[src/logic/imf_pkg.sv]
// Constants and carrier types for the interprocessor mailbox flag block.
// Assumes a single 40 MHz clock and a plain register port per core side.
`default_nettype none
package imf_pkg;
  localparam int unsigned ADDR_W = 6;
  localparam int unsigned DATA_W = 16;
  localparam logic [5:0] OFF_H2S_MBOX1_WORD_B  = 6'h04;
  localparam logic [5:0] OFF_S2H_MBOX1_WORD_B  = 6'h0c;
  localparam logic [5:0] OFF_S2H_MBOX2_WORD_B  = 6'h14;
  localparam logic [5:0] OFF_H2S_MBOX1_PENDING = 6'h18;
  localparam logic [5:0] OFF_S2H_MBOX1_PENDING = 6'h1c;
  localparam logic [5:0] OFF_S2H_MBOX2_PENDING = 6'h20;
  localparam logic [5:0] OFF_H2S_MBOX2_WORD_A  = 6'h24;
  localparam logic [5:0] OFF_H2S_MBOX2_WORD_B  = 6'h28;
  localparam logic [5:0] OFF_H2S_MBOX2_PENDING = 6'h2c;
  localparam logic [5:0] OFF_IRQ_STATUS        = 6'h30;
  localparam logic [5:0] OFF_IRQ_MASK          = 6'h34;
  localparam int unsigned PEND_BIT = 0;
  localparam logic [15:0] WORD_RESET = 16'h0000;
  localparam logic [3:0] MASK_RESET = 4'h0;
  // Event bit order in status and mask
  localparam int unsigned EV_H2S1 = 0;
  localparam int unsigned EV_H2S2 = 1;
  localparam int unsigned EV_S2H1 = 2;
  localparam int unsigned EV_S2H2 = 3;
  localparam int unsigned N_EV    = 4;
  typedef struct packed {
    logic [5:0]  addr;
    logic [15:0] wdata;
    logic        wr;
    logic        rd;
  } imf_req_s;
endpackage : imf_pkg
`default_nettype wire

[src/logic/imf_mailbox_flags.sv]
// Pending flags of both mailbox directions and host-to-signal mailbox 2 data.
// Assumes both register ports are synchronous to mclk; no wait states.
`default_nettype none
module imf_mailbox_flags
  import imf_pkg::*;
#(
  parameter int unsigned DATA_W_P = DATA_W,
  parameter int unsigned ADDR_W_P = ADDR_W,
  parameter int unsigned N_EV_P   = N_EV
)
(
  input  wire logic              mclk,
  input  wire logic              reset,
  input  wire imf_pkg::imf_req_s host_req,
  output logic [15:0]            host_rdata,
  input  wire imf_pkg::imf_req_s sig_req,
  output logic [15:0]            sig_rdata,
  input  wire logic              h2s_mbox1_word_b_wr,
  input  wire logic              h2s_mbox1_word_b_rd,
  input  wire logic              s2h_mbox1_word_b_wr,
  input  wire logic              s2h_mbox1_word_b_rd,
  input  wire logic              s2h_mbox2_word_b_wr,
  input  wire logic              s2h_mbox2_word_b_rd,
  output logic                   host_to_sig_mbox1_irq,
  output logic                   host_to_sig_mbox2_irq,
  output logic                   sig_to_host_mbox1_irq,
  output logic                   sig_to_host_mbox2_irq,
  output logic                   irq
);
  import imf_pkg::*;

  // Refuse sizes the request carrier cannot serve
  if (DATA_W_P != DATA_W) begin : g_chk_data_w
    $error("imf_mailbox_flags: DATA_W_P must equal the carrier data width");
  end
  if (ADDR_W_P != ADDR_W) begin : g_chk_addr_w
    $error("imf_mailbox_flags: ADDR_W_P must equal the carrier address width");
  end
  if (N_EV_P != N_EV) begin : g_chk_n_ev
    $error("imf_mailbox_flags: N_EV_P must equal the number of flag events");
  end

  // Pending flags per direction and mailbox
  logic                h2s1_q;
  logic                h2s2_q;
  logic                s2h1_q;
  logic                s2h2_q;

  // Mailbox 2 data words
  logic [DATA_W_P-1:0] word_a_q;
  logic [DATA_W_P-1:0] word_b_q;

  // Event status, mask and level output
  logic [N_EV_P-1:0]   ev;
  logic [N_EV_P-1:0]   status_q;
  logic [N_EV_P-1:0]   status_d;
  logic [N_EV_P-1:0]   mask_q;
  logic [N_EV_P-1:0]   mask_d;
  logic                irq_d;

  // Read data next values
  logic [DATA_W_P-1:0] host_rdata_d;
  logic [DATA_W_P-1:0] sig_rdata_d;

  // Host side register hits
  logic                h_hit_h2s1_pend;
  logic                h_hit_h2s2_pend;
  logic                h_hit_word_a;
  logic                h_hit_word_b;
  logic                h_hit_stat;
  logic                h_hit_mask;

  // Signal core register hits
  logic                s_hit_s2h1_pend;
  logic                s_hit_s2h2_pend;
  logic                s_hit_word_a;
  logic                s_hit_word_b;

  // Strobes qualified by address
  logic                h_wr_a2;
  logic                h_wr_b2;
  logic                h_wr_mask;
  logic                s_rd_b2;
  logic                h_rd_stat;

  // Host address decode
  assign h_hit_h2s1_pend = host_req.addr == OFF_H2S_MBOX1_PENDING;
  assign h_hit_h2s2_pend = host_req.addr == OFF_H2S_MBOX2_PENDING;
  assign h_hit_word_a    = host_req.addr == OFF_H2S_MBOX2_WORD_A;
  assign h_hit_word_b    = host_req.addr == OFF_H2S_MBOX2_WORD_B;
  assign h_hit_stat      = host_req.addr == OFF_IRQ_STATUS;
  assign h_hit_mask      = host_req.addr == OFF_IRQ_MASK;

  // Signal core address decode
  assign s_hit_s2h1_pend = sig_req.addr == OFF_S2H_MBOX1_PENDING;
  assign s_hit_s2h2_pend = sig_req.addr == OFF_S2H_MBOX2_PENDING;
  assign s_hit_word_a    = sig_req.addr == OFF_H2S_MBOX2_WORD_A;
  assign s_hit_word_b    = sig_req.addr == OFF_H2S_MBOX2_WORD_B;

  // Strobes; signal core writes are never qualified
  assign h_wr_a2   = host_req.wr && h_hit_word_a;
  assign h_wr_b2   = host_req.wr && h_hit_word_b;
  assign h_wr_mask = host_req.wr && h_hit_mask;
  assign s_rd_b2   = sig_req.rd && s_hit_word_b;
  assign h_rd_stat = host_req.rd && h_hit_stat;

  // Mailbox 2 word a, host write only
  always_ff @(posedge mclk) begin
    if (reset) begin
      word_a_q <= WORD_RESET;
    end else if (h_wr_a2) begin
      word_a_q <= host_req.wdata;
    end
  end

  // Mailbox 2 word b, host write only
  always_ff @(posedge mclk) begin
    if (reset) begin
      word_b_q <= WORD_RESET;
    end else if (h_wr_b2) begin
      word_b_q <= host_req.wdata;
    end
  end

  // Host-to-core mailbox 1 flag; set wins
  always_ff @(posedge mclk) begin
    if (reset) begin
      h2s1_q <= 1'b0;
    end else if (h2s_mbox1_word_b_wr) begin
      h2s1_q <= 1'b1;
    end else if (h2s_mbox1_word_b_rd) begin
      h2s1_q <= 1'b0;
    end
  end

  // Host-to-core mailbox 2 flag; set wins
  always_ff @(posedge mclk) begin
    if (reset) begin
      h2s2_q <= 1'b0;
    end else if (h_wr_b2) begin
      h2s2_q <= 1'b1;
    end else if (s_rd_b2) begin
      h2s2_q <= 1'b0;
    end
  end

  // Core-to-host mailbox 1 flag; set wins
  always_ff @(posedge mclk) begin
    if (reset) begin
      s2h1_q <= 1'b0;
    end else if (s2h_mbox1_word_b_wr) begin
      s2h1_q <= 1'b1;
    end else if (s2h_mbox1_word_b_rd) begin
      s2h1_q <= 1'b0;
    end
  end

  // Core-to-host mailbox 2 flag; set wins
  always_ff @(posedge mclk) begin
    if (reset) begin
      s2h2_q <= 1'b0;
    end else if (s2h_mbox2_word_b_wr) begin
      s2h2_q <= 1'b1;
    end else if (s2h_mbox2_word_b_rd) begin
      s2h2_q <= 1'b0;
    end
  end

  // Interrupt lines follow the flags
  assign host_to_sig_mbox1_irq = h2s1_q;
  assign host_to_sig_mbox2_irq = h2s2_q;
  assign sig_to_host_mbox1_irq = s2h1_q;
  assign sig_to_host_mbox2_irq = s2h2_q;

  // Events that set status bits
  always_comb begin
    ev          = '0;
    ev[EV_H2S1] = h2s_mbox1_word_b_wr;
    ev[EV_H2S2] = h_wr_b2;
    ev[EV_S2H1] = s2h_mbox1_word_b_wr;
    ev[EV_S2H2] = s2h_mbox2_word_b_wr;
  end

  // Status next value; events beside a read stay
  always_comb begin
    if (h_rd_stat) begin
      status_d = ev;
    end else begin
      status_d = status_q | ev;
    end
  end

  always_ff @(posedge mclk) begin
    if (reset) begin
      status_q <= '0;
    end else begin
      status_q <= status_d;
    end
  end

  // Mask next value
  always_comb begin
    if (h_wr_mask) begin
      mask_d = host_req.wdata[N_EV_P-1:0];
    end else begin
      mask_d = mask_q;
    end
  end

  always_ff @(posedge mclk) begin
    if (reset) begin
      mask_q <= MASK_RESET;
    end else begin
      mask_q <= mask_d;
    end
  end

  // Level interrupt tracks status and mask
  always_comb begin
    irq_d = |(status_d & mask_d);
  end

  always_ff @(posedge mclk) begin
    if (reset) begin
      irq <= 1'b0;
    end else begin
      irq <= irq_d;
    end
  end

  // Host side read mux
  always_comb begin
    host_rdata_d = '0;
    if (host_req.rd) begin
      if (h_hit_h2s1_pend) begin
        host_rdata_d[PEND_BIT] = h2s1_q;
      end else if (h_hit_h2s2_pend) begin
        host_rdata_d[PEND_BIT] = h2s2_q;
      end else if (h_hit_word_a) begin
        host_rdata_d = word_a_q;
      end else if (h_hit_word_b) begin
        host_rdata_d = word_b_q;
      end else if (h_hit_stat) begin
        host_rdata_d[N_EV_P-1:0] = status_q;
      end else if (h_hit_mask) begin
        host_rdata_d[N_EV_P-1:0] = mask_q;
      end
    end
  end

  // Host read data stands one cycle
  always_ff @(posedge mclk) begin
    if (reset) begin
      host_rdata <= WORD_RESET;
    end else begin
      host_rdata <= host_rdata_d;
    end
  end

  // Signal core read mux; words read-only here
  always_comb begin
    sig_rdata_d = '0;
    if (sig_req.rd) begin
      if (s_hit_s2h1_pend) begin
        sig_rdata_d[PEND_BIT] = s2h1_q;
      end else if (s_hit_s2h2_pend) begin
        sig_rdata_d[PEND_BIT] = s2h2_q;
      end else if (s_hit_word_a) begin
        sig_rdata_d = word_a_q;
      end else if (s_hit_word_b) begin
        sig_rdata_d = word_b_q;
      end
    end
  end

  // Core read data stands one cycle
  always_ff @(posedge mclk) begin
    if (reset) begin
      sig_rdata <= WORD_RESET;
    end else begin
      sig_rdata <= sig_rdata_d;
    end
  end

  // Host flag registers never reach the core port
  // Core flag registers never reach the host port
  // Unmapped reads return zero on both ports
endmodule : imf_mailbox_flags
`default_nettype wire

[config.mk]
export PLATFORM = sky130hd
export DESIGN_NAME = imf_mailbox_flags
export DESIGN_NICKNAME = d
export VERILOG_FILES = /design/src/logic/imf_pkg.sv /design/src/logic/imf_mailbox_flags.sv
export SDC_FILE = /design/constraint.sdc
export NUM_CORES = 1
export LEC_CHECK = 0
export BUFFER_PORTS_ARGS = -buffer_cell sky130_fd_sc_hd__buf_2
export CAP_MARGIN = 20
export CORE_UTILIZATION = 45
export DETAILED_ROUTE_END_ITERATION = 8
export PLACE_DENSITY = 0.76
export SYNTH_ARGS = -nofsm -noshare
export SYNTH_HDL_FRONTEND = slang
export SYNTH_SLANG_ARGS = --single-unit
[constraint.sdc]
create_clock -name mclk -period 2 [get_ports mclk]
set_clock_uncertainty 0.15 [all_clocks]
set_input_delay 0.1 -clock mclk [delete_from_list [all_inputs] [get_ports mclk]]
set_output_delay 0.1 -clock mclk [all_outputs]
set_load 0.005 [all_outputs]
==> reports/qor.yml, run 1 <==
critical_path:
  cp.required_ps: 2090
  crit_fanout: 38
  crit_chain: "dlygate4sd3_1, buf_2, buf_4, nor3b_1, dlygate4sd3_1"
  cp_slowest_stage_delay_ps: 560
  worst-r2r-cell-count: 5
  cp.arrival_ps: 1920
  setup.reg_to_reg.worst_slack_ps: 330
  rr_endpoint: "sig_rdata[0]"
  cp-start-kind: "input pin"
  endpoint_kind: "flop"
  regToRegStartpoint: "word_b_q[0]"
  endpoint: "sig_rdata[0]"
  crit_top_cell: "dlygate4sd3_1"
  cp_slowest_cell: "dlygate4sd3_1"
  crit_type: "input pin to flop"
  crit_start: "reset"
floorplanning:
  num_rows: 29
  die_area_sq_um: 7120
  die_h_um: 84.4
  ios: 93
  die_x_um: 84.4
  initial_core_util: 0.473
  coreArea_sq_um: 6460
logic_synthesis:
  ys_seq_area_frac: 0.505
  netlist_area_sq_um: 3050
  yosysWarnings: 0
  synth_top_area_cell: "dfxtp_1"
  syn_nets: 374
  synth_edf_count: 0
  synth.most_common_cell: "dfxtp_1"
  synth-seq-cells: 77
  syn_avg_cell_area_sq_um: 9.60
  synth.distinct_cells: 38
  ys.flop_type: "dfxtp_1"
  synth_area_leaders: "dfxtp_1, mux2i_1, a22oi_1"
  netlist_instances: 318
  ys_async_sr_fraction: 0
  ys_top_cells_by_count: "dfxtp_1, nor2_1, a22oi_1"
  synthDominantCellAreaShare: 0.505
timing:
  tightestPinTransition_ps: 407
  hold_viol: 0
  finalCritPeriodShare: 0.916
  fin_crit_ps: 1830
  slew_violations: 0
  maxSlewHeadroom: 0.728
  tns_ps: 0
  rsz0062_at_grt: "no"
  fmax_mhz: 546
  setup_violations: 0
global_route:
  grt_pass1_vias: 2538
  antenna_found_initial: 0
  grt_max_degree: 39
  grt.overflow.total: 0
  grt_first_pass_wirelength_mm: 12.4
  grtUsageTotal: 0.221
clock_tree:
  cts_sinks: 77
  cts_buffer_depth: 2
  cts_tree: "yes"
  cts_made_buffers: 9
  h-tree-depth: 3
  clock-root-buffer: "clkbuf_8"
  post_cts_buffers: 0
  worst_skew_pair.late_latency_ps: 350
  clk_pin_slew_worst_paths_ps: 80
detailed_routing:
  ant_nets: 0
  drt_iter0_markers: 203
  dr.pass1.iters: 7
  drt-vias-per-instance: 5.48
  drc: 8
  routed_wl_mm: 7.53
  wl_per_cell_um: 15.0
  vias: 2751
place:
  dpl.hpwl_mm: 4.89
  port_buffers: 75
  gp_congestion: 0.891
hold_path:
  holdPathStages: 4
  hold_class: "input pin to flop"
layout:
  antenna_cells: 0
  final_util: 0.617
  syn_to_final_growth_pct: 30.6
  nets: 476
  drive_gt1_frac: 0.271
status:
  status: "complete, but fails checks"
  violations: "design-rule violations"
power_and_ir_drop:
  p_leak_nw: 1.68
  ir_drop_mv: 0.634
  power_density_nw_per_um2: 761
job:
  drv_cap: 0
[metrics by stage]
| step | std cells | total power [mW] | hold WS, ps | worst slack [ps] | instance area [sq um] |
|---|---|---|---|---|---|
| final | 502 | 3.03 | 61.3 | 169 | 3990 |
| after global routing | 502 | 3.14 | 78.1 | 93.8 | 3990 |
| after CTS | 502 | 3.05 | 43.6 | 200 | 3990 |
| after detailed placement | 460 | 1.75 | 211 | 284 | 3510 |
| after global placement | 460 | 1.75 | 195 | 299 | 3510 |
| after floorplan | 318 | 1.66 | 67.4 | 476 | 3050 |
[layout make-up]
type	count	area, sq um
timing repair buffer	112	743
fill	545	2470
tap	77	96.3
sequential	77	1540
multi-input combinational	215	1370
clock inverter	5	83.8
inverter	5	18.8
clock buffer	11	131
[timing repair]
item	4_1_cts	5_1_grt
hold endpoints to repair	42	0
gates resized for setup	0	0
hold buffers	26	0
[report_power, final]
part | leakage (nW) | switching (mW) | total [mW] | internal, mW
Sequential | 0.622 | 0.00768 | 1.55 | 1.54
Combinational | 0.957 | 0.107 | 0.208 | 0.101
Clock | 0.100 | 0.566 | 1.27 | 0.708
[how the worst min path moves through the flow]
stage | startpoint | to | slack (ps)
finish | host_req[23] | host_rdata[0] | 60
global route | host_req[18] | host_rdata[0] | 80
CTS | sig_req[20] | sig_rdata[3] | 40
detailed placement | host_req[8] | word_b_q[6] | 210
global placement | h2s_mbox1_word_b_wr | status_q[0] | 190
floorplan | h2s_mbox1_word_b_wr | host_to_sig_mbox1_irq | 70
[cell families (layout without fill, tap and decap cells)]
group / count (synthesis) / after routing / share of synthesized area
buffers and inverters: 26 / 133 / 0.0455
AOI/OAI and AO/OA: 75 / 75 / 0.176
muxes: 21 / 21 / 0.0689
DFF: 77 / 77 / 0.505
and+or+nand+nor: 119 / 119 / 0.205
[routing by layer]
layer / GRT usage / share of wire / vias to the layer above
met1: 0.280 / 0.44 / 1323
met4: 0.0971 / 0.013 / 0
met3: 0.0413 / 0.050 / 8
met2: 0.369 / 0.50 / 83
li1: - / - / 1337
met5: 0 / 0 / -
[placed cells by master (no fill, tap or decap), types with 9 or more instances in the layout]
cell type,count
a22oi_1,27
clkbuf_8,9
a21boi_1,9
nand2_1,17
dlygate4sd3_1,26
mux2i_1,21
buf_2,75
dfxtp_1,77
nand3_1,14
buf_4,9
nor2_2,10
a21oi_1,19
nor2_1,49
[critical path: cells and delay by family]
family	cells	cell delay (ps)
buffers and inverters	4	1720
AND/OR/NAND/NOR	1	100
[flip-flops by register name, indices dropped and copies added (netlist names)]
name and cells:
host_to_sig_mbox1_irq 1, sig_to_host_mbox2_irq 1, host_rdata 16, sig_to_host_mbox1_irq 1, word_a_q 16, host_to_sig_mbox2_irq 1, word_b_q 16, sig_rdata 16
status_q 4, irq 1, mask_q 4
(Power assumes the default switching activity.)
==> inputs of run 2 (changes only) <==
--- a/config.mk
+++ b/config.mk
@@ -5,8 +5,10 @@
 export SDC_FILE = /design/constraint.sdc
 export NUM_CORES = 1
 export LEC_CHECK = 0
+export ABC_AREA = 1
 export BUFFER_PORTS_ARGS = -buffer_cell sky130_fd_sc_hd__buf_2
 export CAP_MARGIN = 20
+export CORE_ASPECT_RATIO = 0.9
 export CORE_UTILIZATION = 45
 export DETAILED_ROUTE_END_ITERATION = 8
 export PLACE_DENSITY = 0.76
==> reports/qor.yml, run 2 <==
status:
  status: "finished clean"
timing:
  hold_viol: 0
  fin_crit_ps: 1680
  tns_ps: 0
  rsz0062_at_grt: "no"
  fmax_mhz: 596
  maxSlewHeadroom: 0.696
  slew_violations: 0
  setup_slack_ps: 323
  tightestPinTransition_ps: 455
  setup_violations: 0
  finalCritPeriodShare: 0.839
clock_tree:
  post_cts_buffers: 0
  h-tree-depth: 3
  clock-root-buffer: "clkbuf_8"
  cts_sinks: 77
  clk_pin_slew_worst_paths_ps: 80
  cts_buffer_depth: 2
  cts_made_buffers: 9
  cts_tree: "yes"
  worst_skew_pair.late_latency_ps: 350
  cts_resized: 0
  holdBufCountCts: 26
logic_synthesis:
  synth-seq-cells: 77
  synth_edf_count: 0
  ys_async_sr_fraction: 0
  syn_avg_cell_area_sq_um: 7.78
  netlist_area_sq_um: 3130
  synth_top_area_cell: "dfxtp_1"
  synth.distinct_cells: 30
  ys_top_cells_by_count: "nand2_1, dfxtp_1, a21oi_1"
  netlist_instances: 402
  ys_seq_area_frac: 0.493
  synth.most_common_cell: "nand2_1"
  syn_nets: 458
  synth_area_leaders: "dfxtp_1, nand2_1, a21oi_1"
  synthDominantCellAreaShare: 0.493
  yosysWarnings: 0
  ys.flop_type: "dfxtp_1"
global_route:
  grt_max_degree: 29
  grt_first_pass_wirelength_mm: 13.3
  grt.overflow.total: 0
  grtUsageTotal: 0.232
  grt_pass1_vias: 2845
  antenna_found_initial: 0
place:
  dp_slack_ps: 353
  place_area_sq_um: 3570
  dpl.hpwl_mm: 5.26
  gp_congestion: 0.831
  port_buffers: 75
power_and_ir_drop:
  ir_drop_mv: 0.354
  power_density_nw_per_um2: 727
  p_leak_nw: 1.75
floorplanning:
  coreArea_sq_um: 6660
  initial_core_util: 0.470
  num_rows: 28
  ios: 93
  die_x_um: 89.9
  die_h_um: 81.1
  die_area_sq_um: 7290
detailed_routing:
  ant_nets: 0
  drt-vias-per-instance: 5.10
  drt_iter0_markers: 223
  wl_per_cell_um: 13.6
  drc: 0
  vias: 3057
  dr.pass1.iters: 5
  routed_wl_mm: 8.14
layout:
  drive_gt1_frac: 0.249
  nFillCells: 597
  final_util: 0.605
  final_cell_mix: "nand2_1, dfxtp_1, buf_2"
  mostFrequentLayoutCell: "nand2_1"
  design_area_sq_um: 4030
  seqCellArea_sq_um: 1540
  multi_input_area_sq_um: 1360
  antenna_cells: 0
  syn_to_final_growth_pct: 28.7
  nets: 561
critical_path:
  endpoint_kind: "flop"
  cp_slowest_stage_delay_ps: 580
  crit_type: "input pin to flop"
  cp.required_ps: 2090
  crit_fanout: 28
  crit_top_cell: "dlygate4sd3_1"
  cp_slowest_cell: "dlygate4sd3_1"
  crit_chain: "dlygate4sd3_1, buf_2, buf_4, a21oi_1, dlygate4sd3_1"
  cp.arrival_ps: 1760
  cp-start-kind: "input pin"
job:
  drv_cap: 0
hold_path:
  hold_class: "input pin to flop"
==> run 2: changes by cell type in the layout (fill, tap and decap cells not counted), sizes merged, moves of 6 or more <==
cell and delta:
a22oi -27, nand2 +117, a21boi -9, nand4 +15
a211oi +6, a21oi +45, inv +23, and3 -7
nor3b -7, nor2 -25, mux2i -21
==> run 2: area by class of cell <==
| type | count | area share |
|---|---|---|
| Clock buffer | 9 | 0.0308 |
| Clock inverter | 7 | 0.0183 |
| Inverter | 29 | 0.0283 |
| Multi-Input combinational cell | 278 | 0.337 |
| Sequential cell | 77 | 0.383 |
| Tap cell | 90 | 0.0280 |
| Timing Repair Buffer | 110 | 0.175 |
==> run 2: path summary, 6_finish.rpt <==
| kind | startpoint | endpoint | slack, ps | depth (start not counted) |
|---|---|---|---|---|
| max | reset | sig_to_host_mbox1_irq | 320 | 5 |
| min | host_req[18] | host_rdata[1] | 30 | 4 |
| max reg2reg | host_to_sig_mbox1_irq | host_to_sig_mbox1_irq | 600 | 5 |
| min reg2reg | word_b_q[9] | sig_rdata[9] | 330 | 2 |
==> run 2: metal layers <==
layer,track usage,share of wire,up-vias
met1,0.285,0.43,1409
met4,0.0790,0.019,0
met5,0,0,-
li1,-,-,1514
met2,0.404,0.48,117
met3,0.0581,0.067,17
==> run 2: stage by stage <==
stage               hold WS (ps)  power, mW  cells
floorplan                   70.7       1.68    402
global placement             175       1.76    558
detailed placement           182       1.76    558
CTS                         28.8       2.94    600
global route                75.3       3.04    600
finish                      32.7       2.93    600
==> run 2: logic make-up (layout without fill, tap and decap cells) <==
logic type	after synthesis	after routing	synth area share
and+or+nand+nor	201	201	0.292
buffers and inverters	47	155	0.0736
DFF	77	77	0.493
AOI/OAI and AO/OA	77	77	0.142
==> run 2: power breakdown <==
part	leakage [nW]	internal, mW	switching (mW)
sequential	0.622	1.54	0.00753
combinational	1.03	0.0939	0.123
clock	0.0996	0.580	0.579
total	1.75	2.22	0.710
==> run 2: critical path, delay by kind of cell <==
kind / cells / cell delay, ps
buffers and inverters: 4 / 1580
AOI/OAI and AO/OA: 1 / 80
==> inputs of run 3 (changes only) <==
--- a/config.mk
+++ b/config.mk
@@ -11,7 +11,7 @@
 export CORE_ASPECT_RATIO = 0.9
 export CORE_UTILIZATION = 45
 export DETAILED_ROUTE_END_ITERATION = 8
-export PLACE_DENSITY = 0.76
+export PLACE_DENSITY = 0.79
 export SYNTH_ARGS = -nofsm -noshare
 export SYNTH_HDL_FRONTEND = slang
 export SYNTH_SLANG_ARGS = --single-unit
==> constraint.sdc (replaced) <==
create_clock -name mclk -period 1.4 [get_ports mclk]
set_clock_uncertainty 0.15 [all_clocks]
set_input_delay 0.07 -clock mclk [delete_from_list [all_inputs] [get_ports mclk]]
set_output_delay 0.07 -clock mclk [all_outputs]
set_load 0.005 [all_outputs]
==> reports/qor.yml, run 3 (synthesis gave the netlist of run 2 again) <==
floorplanning:
  ios: 93
  initial_core_util: 0.470
  coreArea_sq_um: 6660
  die_h_um: 81.1
  die_area_sq_um: 7290
  num_rows: 28
  die_x_um: 89.9
global_route:
  met1_usage: 0.276
  grt_max_degree: 44
  grt_pass1_vias: 3019
  gr-usage-met3: 0.0515
  grtUsageTotal: 0.237
  grt.overflow.total: 0
  grt_first_pass_wirelength_mm: 13.5
  grt.met2_usage: 0.421
  antenna_found_initial: 0
  busiest_layer: "met2"
hold_path:
  hold-path-endpoint: "sig_rdata[4]"
  holdPathStages: 5
  hold_class: "input pin to flop"
  min-delay-start: "sig_req[22]"
clock_tree:
  cts_buffer_depth: 2
  worst_skew_pair.late_latency_ps: 350
  post_cts_buffers: 0
  cts_tree: "yes"
  cts_made_buffers: 9
  clock-root-buffer: "clkbuf_8"
  h-tree-depth: 3
  clk_pin_slew_worst_paths_ps: 80
  cts_sinks: 77
detailed_routing:
  drt_iter0_markers: 203
  drt-vias-per-instance: 5.16
  dr.pass1.iters: 5
  routed_wl_mm: 8.38
  wl_per_cell_um: 13.7
  vias: 3166
  drc: 0
  ant_nets: 0
job:
  drv_cap: 0
layout:
  antenna_cells: 0
  mostFrequentLayoutCell: "nand2_1"
  syn_to_final_growth_pct: 33.6
  drive_gt1_frac: 0.272
  final_cell_mix: "nand2_1, dfxtp_1, buf_2"
  nets: 574
  nFillCells: 587
timing:
  tightestPinTransition_ps: 508
  rsz0062_at_grt: "no"
  whs_ps: 31.0
  hold_viol: 0
  finalCritPeriodShare: 0.971
  slew_violations: 0
  maxSlewHeadroom: 0.661
  tns_ps: 0
  fin_crit_ps: 1360
  fmax_mhz: 736
  setup_violations: 0
status:
  status: "finished clean"
critical_path:
  cp.required_ps: 1490
  endpoint_kind: "flop"
  crit_type: "input pin to flop"
  cp.arrival_ps: 1440
  rr_endpoint: "sig_to_host_mbox1_irq"
  setup.reg_to_reg.worst_slack_ps: 70
  crit_fanout: 3
  worst-r2r-cell-count: 3
  regToRegStartpoint: "sig_to_host_mbox1_irq"
  cp-start-kind: "input pin"
power_and_ir_drop:
  ir_drop_mv: 0.494
  p_leak_nw: 1.84
  power_density_nw_per_um2: 1010
place:
  gp_congestion: 0.857
  port_buffers: 75
  dpl.hpwl_mm: 5.41
-- run 3: cell types whose count changed in the layout (fill, tap and decap cells not counted), sizes merged --
cell | previous run | this run
buf | 84 | 96
clkbuf | 9 | 10
clkinv | 5 | 6
clkinvlp | 1 | 0
dlygate4sd3 | 26 | 27
inv | 29 | 28
-- run 3: worst max-delay path by stage --
| stage | startpoint | end | slack, ps | depth (start not counted) |
|---|---|---|---|---|
| 6_report | s2h_mbox1_word_b_wr | sig_to_host_mbox1_irq | 40 | 5 |
| 5_1_grt | sig_to_host_mbox1_irq | sig_to_host_mbox1_irq | 20 | 3 |
| 4_1_cts | host_to_sig_mbox1_irq | host_to_sig_mbox1_irq | 50 | 5 |
| 3_5_place_dp | host_req[18] | word_a_q[12] | -20 | 9 |
| 3_3_place_gp | host_req[18] | word_a_q[9] | 10 | 9 |
| 2_1_floorplan | sig_req[19] | sig_rdata[11] | 230 | 6 |
-- run 3: power by group --
part | total (mW) | switching [mW] | internal, mW
Combinational | 0.332 | 0.181 | 0.151
Clock | 1.67 | 0.798 | 0.868
Sequential | 2.22 | 0.0115 | 2.21
-- run 3: metrics by stage --
step	setup WS, ps	utilization	cells	area, sq um	power, mW
after floorplan	232	-	402	3130	2.40
after global placement	14.0	0.557	570	3710	2.53
after detailed placement	-15.7	0.557	570	3710	2.53
after CTS	51.3	0.626	612	4170	4.22
after global routing	23.7	0.628	613	4180	4.38
final	40.9	0.628	613	4180	4.22
-- run 3: critical path, stage by stage --
cell           delay [ps]
dlygate4sd3_1         530
buf_2                 130
inv_2                  80
a21oi_1                70
dlygate4sd3_1         560
-- run 3: cell type report --
class	count	area, sq um	area share
Clock buffer	10	138	0.0329
Clock inverter	6	62.6	0.0150
Inverter	29	114	0.0272
Multi-Input combinational cell	278	1360	0.325
Sequential cell	77	1540	0.369
Tap cell	90	113	0.0269
Timing Repair Buffer	123	853	0.204
-- run 3: timing repair --
action | in CTS | in global routing
endpoints found under the setup margin | 0 | 5
hold endpoints to repair | 46 | 4
hold buffers | 26 | 4
resized for setup | 0 | 3
-- run 3: per-layer routing --
metal  vias to the layer above  wire (um)
met2                       137       4110
li1                       1540          -
met1                      1470       3500
met4                         0        171
met3                        19        592
met5                         -          0
